File: src/inc/sbrf_pkg.sv
// Purpose: Shared constants and types of the serial bit rate and format block
// Assumes: 8-bit register port, one 250 MHz system clock
// Notes: Register offsets are word indices on the plain register port
package sbrf_pkg;

    // ==========================================================
    // Register map
    localparam int ADDR_W = 3;
    localparam logic [2:0] OFS_CTRL = 3'h0;
    localparam logic [2:0] OFS_DIV = 3'h1;
    localparam logic [2:0] OFS_FMT = 3'h2;
    localparam logic [2:0] OFS_STAT = 3'h3;

    // ==========================================================
    // Mode control fields
    localparam int CTRL_CKS_LO = 0;
    localparam int CTRL_CKS_HI = 1;
    localparam int CTRL_RUN = 5;
    localparam int CTRL_PHALF = 6;
    localparam int CTRL_SYNC = 7;
    localparam logic [7:0] CTRL_RST = 8'h00;
    localparam logic [7:0] CTRL_MASK = 8'hE3;

    // Divisor and format register
    localparam logic [7:0] DIV_RST = 8'hFF;
    localparam logic [7:0] FMT_RST = 8'hF2;
    localparam logic [7:0] FMT_ONES = 8'hF2;
    localparam logic [7:0] FMT_WMASK = 8'h0D;
    localparam int FMT_MODE = 0;
    localparam int FMT_INV = 2;
    localparam int FMT_ORDER = 3;

    // Status fields
    localparam int STAT_RUN = 0;
    localparam int STAT_MAXRATE = 1;
    localparam int STAT_SKID = 2;
    localparam int STAT_TXVAL = 3;
    localparam int STAT_SYNC = 4;

    // ==========================================================
    // Timing: prescale masks give periods of 4, 16 and 64 clocks
    localparam logic [5:0] PRE_MASK1 = 6'h03;
    localparam logic [5:0] PRE_MASK2 = 6'h0F;
    localparam logic [5:0] PRE_MASK3 = 6'h3F;
    // Divider ticks per bit: async 32 (64 x 2^(2n-1)), sync 8
    localparam logic [4:0] PH_ASYNC_LAST = 5'h1F;
    localparam logic [4:0] PH_SYNC_LAST = 5'h07;
    // Centre of a bit: eighth cycle of the async 16x serial clock, fourth sync tick
    localparam logic [4:0] PH_ASYNC_MID = 5'h0F;
    localparam logic [4:0] PH_SYNC_MID = 5'h03;

    // ==========================================================
    // Types
    typedef struct packed {
        logic bit_tick;
        logic sample_tick;
        logic mid_tick;
        logic serial_clk;
    } sbrf_tick_type;

    typedef struct packed {
        logic [7:0] ctrl;
        logic [7:0] divisor;
        logic [2:0] fmt;
        logic [1:0] act_cks;
        logic act_sync;
        logic [7:0] act_div;
        logic phalf_tog;
        logic [5:0] pre_cnt;
        logic [7:0] div_cnt;
        logic [4:0] phase;
        sbrf_tick_type ticks;
        logic [7:0] rdata;
        logic [7:0] tx_data;
        logic tx_valid;
        logic [7:0] skid_data;
        logic skid_valid;
        logic tx_ready;
        logic [7:0] rx_data;
        logic rx_valid;
    } sbrf_state_type;

endpackage : sbrf_pkg

File: src/logic/sbrf_core.sv
// Purpose: Bit rate generator and data format stage of a serial channel
// Assumes: Register port and data ports share sys_clk; standby comes
//          from the power controller on the same clock
// Notes: Framing, parity, error flags and the shift register live
//        elsewhere; this block supplies their ticks and data words
//
// Functional notes
// - Async rate F/(64*2^(2n-1)*(N+1))
// - Sync rate F/(8*2^(2n)*(N+1))
// - Prescale picks clock, /4, /16, /64
// - n zero uses system clock, else peripheral
// - Half peripheral clock halves prescaled rates
// - Sync N=0 n=0 too fast for continuous
// - Format register resets to 0xF2, also standby
// - Format bits 7..4 and 1 read one
// - Bit order select: LSB or MSB first
// - Invert selects data inversion, never parity
// - Divisor readable, resets 0xFF, also standby
// - Async 16x serial clock, sample eighth cycle
`timescale 1ns/100ps

module sbrf_core
    import sbrf_pkg::*;
(
    // Clock and reset
    input wire logic sys_clk,
    input wire logic rst_n,
    input wire logic standby,
    // Register port
    input wire logic [ADDR_W-1:0] reg_addr,
    input wire logic [7:0] reg_wdata,
    input wire logic reg_wr,
    input wire logic reg_rd,
    output logic [7:0] reg_rdata,
    // Rate ticks towards the shifter
    output logic bit_tick,
    output logic sample_tick,
    output logic mid_tick,
    output logic serial_clk,
    output logic sync_mode,
    // Transmit words in
    input wire logic [7:0] tx_in_data,
    input wire logic tx_in_valid,
    output logic tx_in_ready,
    // Formatted transmit words out
    output logic [7:0] tx_out_data,
    output logic tx_out_valid,
    input wire logic tx_out_ready,
    // Raw receive words in, formatted words out
    input wire logic [7:0] rx_in_data,
    input wire logic rx_in_valid,
    output logic [7:0] rx_out_data,
    output logic rx_out_valid
);

    // ==========================================================
    // State
    sbrf_state_type state_reg;
    sbrf_state_type state_next;

    // Bit order and inversion on eight data bits only
    function automatic logic [7:0] fmt_word(
        input logic [7:0] w,
        input logic msb_first,
        input logic invert
    );
        logic [7:0] r;
        r = w;
        if (msb_first) begin
            for (int i = 0; i < 8; i++) begin
                r[i] = w[7-i];
            end
        end
        // Inversion after the reorder; the two commute anyway
        if (invert) begin
            r = ~r;
        end
        return r;
    endfunction : fmt_word

    // Mask of the prescaler period for the active select
    function automatic logic [5:0] pre_mask(input logic [1:0] cks);
        logic [5:0] m;
        case (cks)
            2'd1: m = PRE_MASK1;
            2'd2: m = PRE_MASK2;
            2'd3: m = PRE_MASK3;
            default: m = 6'h00;
        endcase
        return m;
    endfunction : pre_mask

    // ==========================================================
    // Next-state logic
    always_comb begin
        logic run;
        logic pclk_en;
        logic pre_tick;
        logic div_tick;
        logic [4:0] ph_last;
        logic [4:0] ph_mid;
        logic [7:0] stat;
        logic tx_push;
        logic tx_pop;
        logic [7:0] tx_fmt;
        run = 1'b0;
        pclk_en = 1'b0;
        pre_tick = 1'b0;
        div_tick = 1'b0;
        ph_last = PH_ASYNC_LAST;
        ph_mid = PH_ASYNC_MID;
        stat = 8'h00;
        tx_push = 1'b0;
        tx_pop = 1'b0;
        tx_fmt = 8'h00;
        state_next = state_reg;
        run = state_reg.ctrl[CTRL_RUN];

        // Register writes; reserved format bits are not stored
        if (reg_wr) begin
            case (reg_addr)
                OFS_CTRL: state_next.ctrl = reg_wdata & CTRL_MASK;
                OFS_DIV: state_next.divisor = reg_wdata;
                OFS_FMT: state_next.fmt = {reg_wdata[FMT_ORDER],
                    reg_wdata[FMT_INV], reg_wdata[FMT_MODE]};
                default: state_next.rdata = state_reg.rdata;
            endcase
        end

        // Status view of the generator and data path
        // Status is read only; a write to it lands in the default arm
        stat[STAT_RUN] = run;
        stat[STAT_MAXRATE] = state_reg.act_sync
            && (state_reg.act_cks == 2'd0)
            && (state_reg.act_div == 8'h00);
        stat[STAT_SKID] = state_reg.skid_valid;
        stat[STAT_TXVAL] = state_reg.tx_valid;
        stat[STAT_SYNC] = state_reg.act_sync;

        // Read data stands in the cycle after the strobe only
        state_next.rdata = 8'h00;
        if (reg_rd) begin
            case (reg_addr)
                OFS_CTRL: state_next.rdata = state_reg.ctrl;
                OFS_DIV: state_next.rdata = state_reg.divisor;
                OFS_FMT: state_next.rdata = FMT_ONES
                    | {4'h0, state_reg.fmt[2], state_reg.fmt[1],
                    1'b0, state_reg.fmt[0]};
                OFS_STAT: state_next.rdata = stat;
                default: state_next.rdata = 8'h00;
            endcase
        end

        // peripheral clock as every or every other cycle
        state_next.phalf_tog = run ? ~state_reg.phalf_tog : 1'b0;
        pclk_en = state_reg.ctrl[CTRL_PHALF] ? state_reg.phalf_tog
            : 1'b1;

        if (state_reg.act_cks == 2'd0) begin
            pre_tick = run;
        end else begin
            pre_tick = run && pclk_en && ((state_reg.pre_cnt
                & pre_mask(state_reg.act_cks))
                == pre_mask(state_reg.act_cks));
        end
        // Free-running count; the reload clears it so a new select
        // always starts on a whole prescaled period
        if (run && pclk_en) begin
            state_next.pre_cnt = state_reg.pre_cnt + 6'd1;
        end

        if (pre_tick) begin
            if (state_reg.div_cnt == 8'h00) begin
                div_tick = 1'b1;
                state_next.act_div = state_reg.divisor;
                state_next.act_cks = state_reg.ctrl[CTRL_CKS_HI:
                    CTRL_CKS_LO];
                state_next.act_sync = state_reg.ctrl[CTRL_SYNC];
                state_next.div_cnt = state_reg.divisor;
                state_next.pre_cnt = 6'h00;
            end else begin
                state_next.div_cnt = state_reg.div_cnt - 8'd1;
            end
        end

        // async bit per 32 divider ticks
        // sync bit per 8 divider ticks
        if (state_reg.act_sync) begin
            ph_last = PH_SYNC_LAST;
            ph_mid = PH_SYNC_MID;
        end
        // A mode change at reload can leave phase past the new end;
        // the >= test closes that bit at once instead of wrapping
        state_next.ticks = '0;
        if (div_tick) begin
            if (state_reg.phase >= ph_last) begin
                state_next.phase = 5'h00;
                state_next.ticks.bit_tick = 1'b1;
            end else begin
                state_next.phase = state_reg.phase + 5'd1;
            end
            state_next.ticks.sample_tick = state_reg.act_sync
                || state_reg.phase[0];
            state_next.ticks.mid_tick = (state_reg.phase == ph_mid);
        end
        // Serial clock high in the second half of each bit
        state_next.ticks.serial_clk = run && (state_reg.act_sync
            ? state_reg.phase[2] : state_reg.phase[4]);

        // Stopped generator restarts clean from the written values
        // Values written in this very cycle count, so the first bit
        // after a start already runs at the programmed rate
        if (!run) begin
            state_next.pre_cnt = 6'h00;
            state_next.div_cnt = state_next.divisor;
            state_next.act_div = state_next.divisor;
            state_next.act_cks = state_next.ctrl[CTRL_CKS_HI:CTRL_CKS_LO];
            state_next.act_sync = state_next.ctrl[CTRL_SYNC];
            state_next.phase = 5'h00;
        end

        tx_fmt = fmt_word(tx_in_data, state_reg.fmt[2],
            state_reg.fmt[1]);

        // Two-entry skid buffer: ready is registered so a stall by
        // the receiver costs one cycle of ready, never a word
        tx_push = tx_in_valid && !state_reg.skid_valid;
        tx_pop = state_reg.tx_valid && tx_out_ready;
        if (tx_pop || !state_reg.tx_valid) begin
            if (state_reg.skid_valid) begin
                state_next.tx_data = state_reg.skid_data;
                state_next.tx_valid = 1'b1;
                state_next.skid_valid = 1'b0;
            end else begin
                state_next.tx_data = tx_fmt;
                state_next.tx_valid = tx_push;
            end
        end else if (tx_push) begin
            state_next.skid_data = tx_fmt;
            state_next.skid_valid = 1'b1;
        end
        // Ready has a flop of its own so the port comes from a register
        state_next.tx_ready = !state_next.skid_valid;

        // Receive words skip the buffer: at most one word per frame
        // receive assembled order
        state_next.rx_valid = rx_in_valid;
        if (rx_in_valid) begin
            state_next.rx_data = fmt_word(rx_in_data, state_reg.fmt[2],
                state_reg.fmt[1]);
        end
    end

    // ==========================================================
    // State register
    always_ff @(posedge sys_clk) begin
        if (!rst_n || standby) begin
            state_reg <= '0;
            state_reg.ctrl <= CTRL_RST;
            state_reg.divisor <= DIV_RST;
            state_reg.fmt <= {FMT_RST[FMT_ORDER], FMT_RST[FMT_INV],
                FMT_RST[FMT_MODE]};
            state_reg.act_div <= DIV_RST;
            state_reg.div_cnt <= DIV_RST;
            state_reg.tx_ready <= 1'b1;
        end else begin
            state_reg <= state_next;
        end
    end

    // ==========================================================
    // Outputs straight from the state register
    assign reg_rdata = state_reg.rdata;
    assign bit_tick = state_reg.ticks.bit_tick;
    assign sample_tick = state_reg.ticks.sample_tick;
    assign mid_tick = state_reg.ticks.mid_tick;
    assign serial_clk = state_reg.ticks.serial_clk;
    assign sync_mode = state_reg.act_sync;
    assign tx_in_ready = state_reg.tx_ready;
    assign tx_out_data = state_reg.tx_data;
    assign tx_out_valid = state_reg.tx_valid;
    assign rx_out_data = state_reg.rx_data;
    assign rx_out_valid = state_reg.rx_valid;

endmodule : sbrf_core

File: config.mk
export PLATFORM = sky130hd
export DESIGN_NAME = sbrf_core
export DESIGN_NICKNAME = d
export VERILOG_FILES = /design/src/inc/sbrf_pkg.sv /design/src/logic/sbrf_core.sv
export SDC_FILE = /design/constraint.sdc
export NUM_CORES = 1
export LEC_CHECK = 0
export BUFFER_PORTS_ARGS = -buffer_cell sky130_fd_sc_hd__buf_2
export CAP_MARGIN = 15
export CELL_PAD_IN_SITES_DETAIL_PLACEMENT = 1
export CELL_PAD_IN_SITES_GLOBAL_PLACEMENT = 2
export CORE_AREA = 8 8 126 128
export CTS_CLUSTER_DIAMETER = 120
export DETAILED_ROUTE_END_ITERATION = 10
export DIE_AREA = 0 0 134 136
export PLACE_DENSITY = 0.78
export SYNTH_ARGS = -nofsm -noshare
export SYNTH_HDL_FRONTEND = slang
export SYNTH_SLANG_ARGS = --single-unit
File: constraint.sdc
create_clock -name sys_clk -period 1.6 [get_ports sys_clk]
set_input_delay 0.48 -clock sys_clk [delete_from_list [all_inputs] [get_ports sys_clk]]
set_output_delay 0.48 -clock sys_clk [all_outputs]
set_load 0.005 [all_outputs]
==> After elaboration in Yosys (flattened, before gate mapping) <==
Index checks and enable logic that the tools add are counted.
{ "totals": {"ff_bits": 87, "latchBits": 0, "ramBits": 0, "rom_bits": 0, "wordCells": 103, "n_memories": 0} }
{ "classes": {"add_sub_neg": 3, "mul": 0, "div": 0, "order_cmp": 1, "eq_ne": 10, "shifts": 0, "muxes": 33, "bitwise_logic": 8, "reduce_logical": 25} }
{ "ops": {"columns": ["cell", "n"], "rows": [
  ["8-bit 2-to-1 mux", 9],
  ["11-bit 2-to-1 mux", 3],
  ["8-bit case mux with 4 select lines", 1],
  ["19-bit 2-to-1 mux", 1],
  ["6-bit 2-to-1 mux", 3],
  ["6-bit case mux with 3 select lines", 1],
  ["8-bit zero test", 2],
  ["8-bit inverter", 2],
  ["14-bit 2-to-1 mux", 1],
  ["13-bit 2-to-1 mux", 1],
  ["5-bit 2-to-1 mux", 2],
  ["9-bit 2-to-1 mux", 1],
  ["1-bit 2-to-1 mux", 8],
  ["2-bit AND reduction", 4],
  ["8-bit by 1-bit subtractor with 8-bit output, second input constant", 1],
  ["1-bit logical AND", 7],
  ["6-bit by 1-bit adder with 6-bit output, second input constant", 1],
  ["6-bit bitwise AND", 1],
  ["3-bit by 2-bit equality test with 1-bit output, second input constant", 2],
  ["6-bit equality test", 1],
  ["2-bit OR reduction", 3],
  ["5-bit by 1-bit adder with 5-bit output, second input constant", 1],
  ["5-bit equality test", 1],
  ["5-bit >= comparator", 1],
  ["11 further kinds", 22]
]} }

==> Depth between registers and ports, before layout <==
Gate-level depths: netlist of the first run.
{ "depth": {"word_depth": 10, "mapped_depth": 8} }

==> Worst setup path before layout of the first run <==
No wires, ideal clock.
{ "synth_path": {"kind": "reg-to-reg", "startpoint": "register state_reg[45] (netlist name)", "endpoint": "register state_reg[40] (netlist name)", "arrival_ns": 1.630, "setup_slack_ns": -0.167, "stages_incl_launch_ff": 8, "n_path_buf": 1, "period_less_slack_ns": 1.767, "cell_sequence": "dfxtp_1 -> inv_1 -> ha_1 -> nor4b_4 -> nand2_2 -> buf_2 -> o21ai_2 -> mux2i_1"} }
{ "synth_between": {"elab_chain_len": 3} }
{ "synth_rtl": {"columns": ["element", "line_no", "rtl"], "rows": [
  ["start: declaration", "sbrf_core.sv:58", "sbrf_state_type state_reg;"],
  ["start signal: assignment", "sbrf_core.sv:267", "state_reg <= state_next;"],
  ["8-bit zero test", "sbrf_core.sv:173", "if (state_reg.div_cnt == 8'h00) begin"],
  ["1-bit 2-to-1 mux", "sbrf_core.sv:173", null],
  ["1-bit 2-to-1 mux", "sbrf_core.sv:172", "if (pre_tick) begin"]
]} }
No other way between the ends.
A chain may end at the register's enable or synchronous reset.

==> Final worst setup path of the first run <==
{ "layout_path": {"startpoint": "register state_reg[54] (netlist name)", "endpoint": "register state_reg[52] (netlist name)"} }
{ "layout_between": {"elab_chain_len": 5} }
{ "layout_rtl": {"columns": ["element", "line_no", "rtl"], "rows": [
  ["6-bit bitwise AND", "sbrf_core.sv:163", "& pre_mask(state_reg.act_cks))"],
  ["6-bit equality test", "sbrf_core.sv:164", "== pre_mask(state_reg.act_cks));"],
  ["1-bit logical AND", "sbrf_core.sv:162", "pre_tick = run && pclk_en && ((state_reg.pre_cnt"],
  ["1-bit 2-to-1 mux", "sbrf_core.sv:159", "if (state_reg.act_cks == 2'd0) begin"],
  ["2-bit by 1-bit inequality test with 1-bit output (no source line)", null, null]
]} }
No other way between the ends.

==> results of run 1 <==
stage by stage:
stage                     hold slack [ns]  setup slack (ns)  util (%)  area, um2  std cells
after floorplan                     0.383           -0.0557         -       4350        453
after global routing                0.430            -0.238      43.3       6080        770
after CTS                           0.391            -0.172      42.1       5910        767
after detailed placement            0.405            -0.360      37.5       5260        736
final                               0.412            -0.172      43.3       6080        770
after global placement              0.391            -0.257      37.5       5260        736
synthesized netlist by cell type (7+ instances only):
master / instances
buf_2: 7
inv_1: 11
nor2_1: 61
nor3_1: 7
a21oi_1: 13
o21ai_0: 15
clkbuf_1: 13
a211oi_1: 10
dfxtp_1: 87
xnor2_1: 21
a221o_1: 8
nand3_1: 8
nand2_1: 22
mux2i_1: 59
buf_4: 24
kinds of logic (layout without fill, tap and decap cells):
logic type	after synthesis	in the layout	share of synthesized area, %
AOI/OAI and AO/OA	80	80	14.8
xor gates and xnor gates	24	24	4.88
adders and majority gates	5	5	1.45
buffers and inverters	60	193	7.69
DFF	87	87	40.4
muxes	63	63	15.0
and+or+nand+nor	134	134	15.8
area by class of cell:
class                      instances  area [um2]
clock buffer                      12         256
clock inverter                     4        30.0
fill                            1583        7960
inverter                          11        41.3
multi-input combinational        306        2560
sequential                        87        1760
tap                              184         230
timing repair buffer             166        1200
critical path, cell delays in order (launching register included):
cell and delay [ns]:
dfxtp_4 0.37, nand4_4 0.11, a221oi_4 0.43, a22oi_4 0.13, buf_12 0.17, buf_12 0.13, a311o_1 0.33
per-layer routing:
metal / routed length, um / vias to the layer above / global-route usage (%) / share of wire [%]
li1: - / 1845 / - / -
met1: 5870 / 1909 / 17.7 / 42
met2: 7240 / 69 / 27.6 / 52
met3: 476 / 26 / 2.96 / 3.4
met4: 276 / 2 / 5.99 / 2.0
met5: 8 / - / 0 / 0.058
what timing repair did:
| action | 4_1_cts | 5_1_grt |
|---|---|---|
| setup endpoints to repair | 33 | 33 |
| gates cloned | 1 | 0 |
| resized for setup | 38 | 33 |
| pin swaps | 21 | 29 |
| hold endpoints to repair | 0 | 0 |
| buffers inserted | 15 | 6 |
where the power goes:
group          leakage [nW]  switching [mW]  internal [mW]
logic                  1.65           0.189          0.186
registers             0.708          0.0210           2.19
clock network         0.139           0.872           1.14
worst paths after layout:
path | from | endpoint | slack, ns | cells after the start
worst min-delay path | state_reg[59]$_SDFF_PP0_ | state_reg[59]$_SDFF_PP0_ | 0.41 | 1
worst max register to register | state_reg[54]$_SDFF_PP0_ | state_reg[52]$_SDFFE_PP1P_ | -0.17 | 6
worst min register to register | state_reg[59]$_SDFF_PP0_ | state_reg[59]$_SDFF_PP0_ | 0.41 | 1
worst max-delay path | state_reg[54]$_SDFF_PP0_ | state_reg[52]$_SDFFE_PP1P_ | -0.17 | 6
==> results.cfg, run 1 <==
[synthesis]
ys_types = 62
synthTopCellsByArea = dfxtp_1 40%, mux2i_1 14%, nor2_1 5.3%
synth_area_mm2 = 0.00431
ys_seq_area_share_pct = 40.4
syn_inst = 453
avgSynthCellArea_um2 = 9.52
synthesis.nets = 493
synth-async-reset-ratio_pct = 0
yosys.area.top_type_share_pct = 40.4
ys.flop_type = dfxtp_1
synth_edf_count = 0
yosysWarningCount = 0
synth_top_cell_by_area = dfxtp_1
postSynthRegisterBits = 87

[grt]
overflow = 0
track_usage_pct = 15.4
grt_pass1_vias = 4254
grt_antenna_before_repair = 1
grt_first_pass_wirelength_mm = 22.2
grt_max_degree = 19

[clock_tree]
htree_levels = 3
cts_sinks = 87
root_buffer = clkbuf_16
cts_buffers = 9
cts_tree = built
insertion_delay_ns = 0.34
clockBufferDepth = 2
path_clk_slew_ns = 0.07
hold_buffers = 0

[sta]
fin_crit_sh_pct = 111
max_freq_ghz = 0.564
fin_crit_ns = 1.77
worst-slew-pin-transition_ns = 0.551
timing.final.ws_setup_ns = -0.172
setup_viol = 33
rsz0062_at_grt = yes
drv_slew = 0
setup_tns_ns = -3.83
timing.final.hold_violations = 0
slew_headroom_pct = 62.9
fin_skew_ns = 0.00778

[run_status]
violations = negative setup slack
status = complete, but fails checks

[critical_path]
critPathArrivalTime_ns = 2.00
worst-endpoint-required_ns = 1.83
cp_max_fo = 6
start_kind = flop
worstSetupPathType = flop to flop
cp-end-kind = flop

[route]
first_iter_violations = 128
vias_per_cell = 5.00
drtAntennaViolNets = 0
wl_per_cell_um = 18.0
drc = 0
vias = 3851
wl_mm = 13.9
drt_pre_antenna_iters = 4

[floorplanning]
start_util_pct = 30.7
core_mm2 = 0.0140
die_h_um = 136
die_x_um = 134
num_rows = 44
die-area_mm2 = 0.0182
ioPinCount = 67

[cells_and_area]
final_cell_mix = 84 x buf_4, 78 x dfxtp_1, 66 x buf_2, 59 x mux2i_1, 54 x nor2_1
largest_reg_flops = 55
nNetsFinal = 621
drive_gt1_share_pct = 42.2
antenna_cells = 0
area_growth_pct = 41.0
final_common_cell = buf_4

[placed_design]
finalWeightedCongestion = 0.829
hpwl_mm = 10.2
port_buffers = 66

[power_and_ir_drop]
power_leakage_nw = 2.50
ir_drop_uv = 468
finalPower_mw = 4.60
power_density_mw_per_mm2 = 757

[worst_hold_path]
hold_class = flop to flop

[run]
cap_violations = 0
No activity file was read; power rests on OpenSTA's default activity.
==> inputs of run 2 (changes only) <==
- SETUP_SLACK_MARGIN: unset -> 0.4
==> results.cfg, run 2 (synthesis results as in run 1) <==
[critical_path]
worstSetupPathType = flop to flop
crit_start = state_reg[70]$_SDFFE_PP0P_
r2r_start = state_reg[70]$_SDFFE_PP0P_
r2r_cells = 6
cpPeakStageDelay_ns = 0.38
path_cells = and2_4, a221oi_4, buf_4, a21oi_2, nand2b_1, a311o_1
start_kind = flop
critical_path.top_delay_family = compound AO/OA/AOI/OAI gates
cp_max_fo = 4
worst-endpoint-required_ns = 1.84
cp-end-kind = flop
crit_path_top_delay_cell = a221oi_4
critPathArrivalTime_ns = 2.01
cp.depth = 6
path_buf_inv = 1

[clock_tree]
htree_levels = 3
clockBufferDepth = 2
insertion_delay_ns = 0.35
path_clk_slew_ns = 0.07
cts_tree = built
hold_buffers = 0
root_buffer = clkbuf_16
cts_buffers = 9
cts_sinks = 87

[sta]
timing.final.hold_violations = 0
fin_crit_sh_pct = 111
fin_crit_ns = 1.77
hold-worst-slack_ns = 0.406
rsz0062_at_grt = yes
timing.final.ws_setup_ns = -0.170
setup_viol = 31
drv_slew = 0
worst-slew-pin-transition_ns = 0.429
max_freq_ghz = 0.565
fin_skew_ns = 0.00808
slew_headroom_pct = 71.1

[route]
wl_mm = 14.4
first_iter_violations = 175
vias_per_cell = 5.03
drt_pre_antenna_iters = 4
wl_per_cell_um = 18.3
drc = 0
vias = 3954
drtAntennaViolNets = 0

[run]
cap_violations = 0

[placed_design]
finalWeightedCongestion = 0.806
hpwl_mm = 10.2
port_buffers = 66

[floorplanning]
die_x_um = 134
die_h_um = 136
ioPinCount = 67
num_rows = 44
core_mm2 = 0.0140
die-area_mm2 = 0.0182
start_util_pct = 30.7

[power_and_ir_drop]
power.internal_mw = 3.84
power_density_mw_per_mm2 = 761
p_seq_share_pct = 44.1
finalPower_mw = 5.02
p_sw_mw = 1.18
power_leakage_nw = 2.68
swShare_pct = 23.5
combPwrFrac_pct = 10.1
ir_drop_uv = 428
clockPowerShare_pct = 45.8

[cells_and_area]
antenna_cells = 0
final_common_cell = buf_4
largest_reg_flops = 55
fillers = 1533
final_cell_mix = 86 x buf_4, 55 x dfxtp_1, 53 x nor2_1, 49 x buf_2, 37 x buf_6
drive_gt1_share_pct = 53.3
area_growth_pct = 53.2
nNetsFinal = 637

[worst_hold_path]
hold_class = input pin to flop
hold_depth = 3
worstHoldStart = reg_wdata[4]

[grt]
grt_pass1_vias = 4266
grt_antenna_before_repair = 0
grt_max_degree = 23
overflow = 0
grt_first_pass_wirelength_mm = 22.0
track_usage_pct = 15.2

[run_status]
status = complete, but fails checks
violations = negative setup slack
[run 2: final timing paths]
check,endpoint,slack (ns)
min,state_reg[78]$_SDFF_PP1_,0.41
min reg2reg,state_reg[59]$_SDFF_PP0_,0.41
max reg2reg,state_reg[47]$_SDFFE_PP1P_,-0.17
max,state_reg[47]$_SDFFE_PP1P_,-0.17
[run 2: what timing repair did]
| item | CTS | global route |
|---|---|---|
| cloned | 1 | 0 |
| hold endpoints to repair | 0 | 0 |
| endpoints found under the setup margin | 105 | 106 |
| setup buffers | 18 | 12 |
| pin swaps | 44 | 33 |
| gates resized for setup | 86 | 86 |
[run 2: power by group through the flow]
stage | Combinational [mW] | Sequential, mW | Clock (mW)
5_1_grt | 0.541 | 2.22 | 2.44
2_1_floorplan | 0.228 | 2.26 | 0
4_1_cts | 0.422 | 2.22 | 2.36
6_report | 0.505 | 2.22 | 2.30
3_5_place_dp | 0.373 | 2.27 | 0
3_3_place_gp | 0.364 | 2.27 | 0
[run 2: per-layer routing]
layer  GRT usage [%]  share of wire [%]
met3            3.62                3.9
met4            5.55                1.9
met1            17.3                 41
met5               0                  0
met2            27.2                 53
[run 2: cell type report]
type / instances / area (um2) / area share [%]
Sequential cell: 87 / 1800 / 27.2
Inverter: 11 / 41.3 / 0.625
Multi-Input combinational cell: 306 / 2730 / 41.3
Tap cell: 184 / 230 / 3.49
Timing Repair Buffer: 182 / 1480 / 22.5
Clock inverter: 6 / 93.8 / 1.42
Clock buffer: 10 / 229 / 3.47
[run 2: worst reg2reg max path, stage by stage (launching register included)]
cell and delay (ns):
dfxtp_2 0.34, and2_4 0.16, a221oi_4 0.38, buf_4 0.18
a21oi_2 0.07, nand2b_1 0.16, a311o_1 0.35
[run 2: per-stage QoR]
step           utilization (%)  area [um2]  std cells  TNS (ns)  worst slack, ns
4_1_cts                   43.5        6100        774     -3.35           -0.142
3_5_place_dp              38.0        5330        739     -8.59           -0.316
6_report                  47.0        6600        786     -3.51           -0.170
5_1_grt                   47.0        6600        786     -5.78           -0.221
3_3_place_gp              38.0        5330        739     -7.29           -0.268
2_1_floorplan                -        4480        453    -0.758          -0.0553
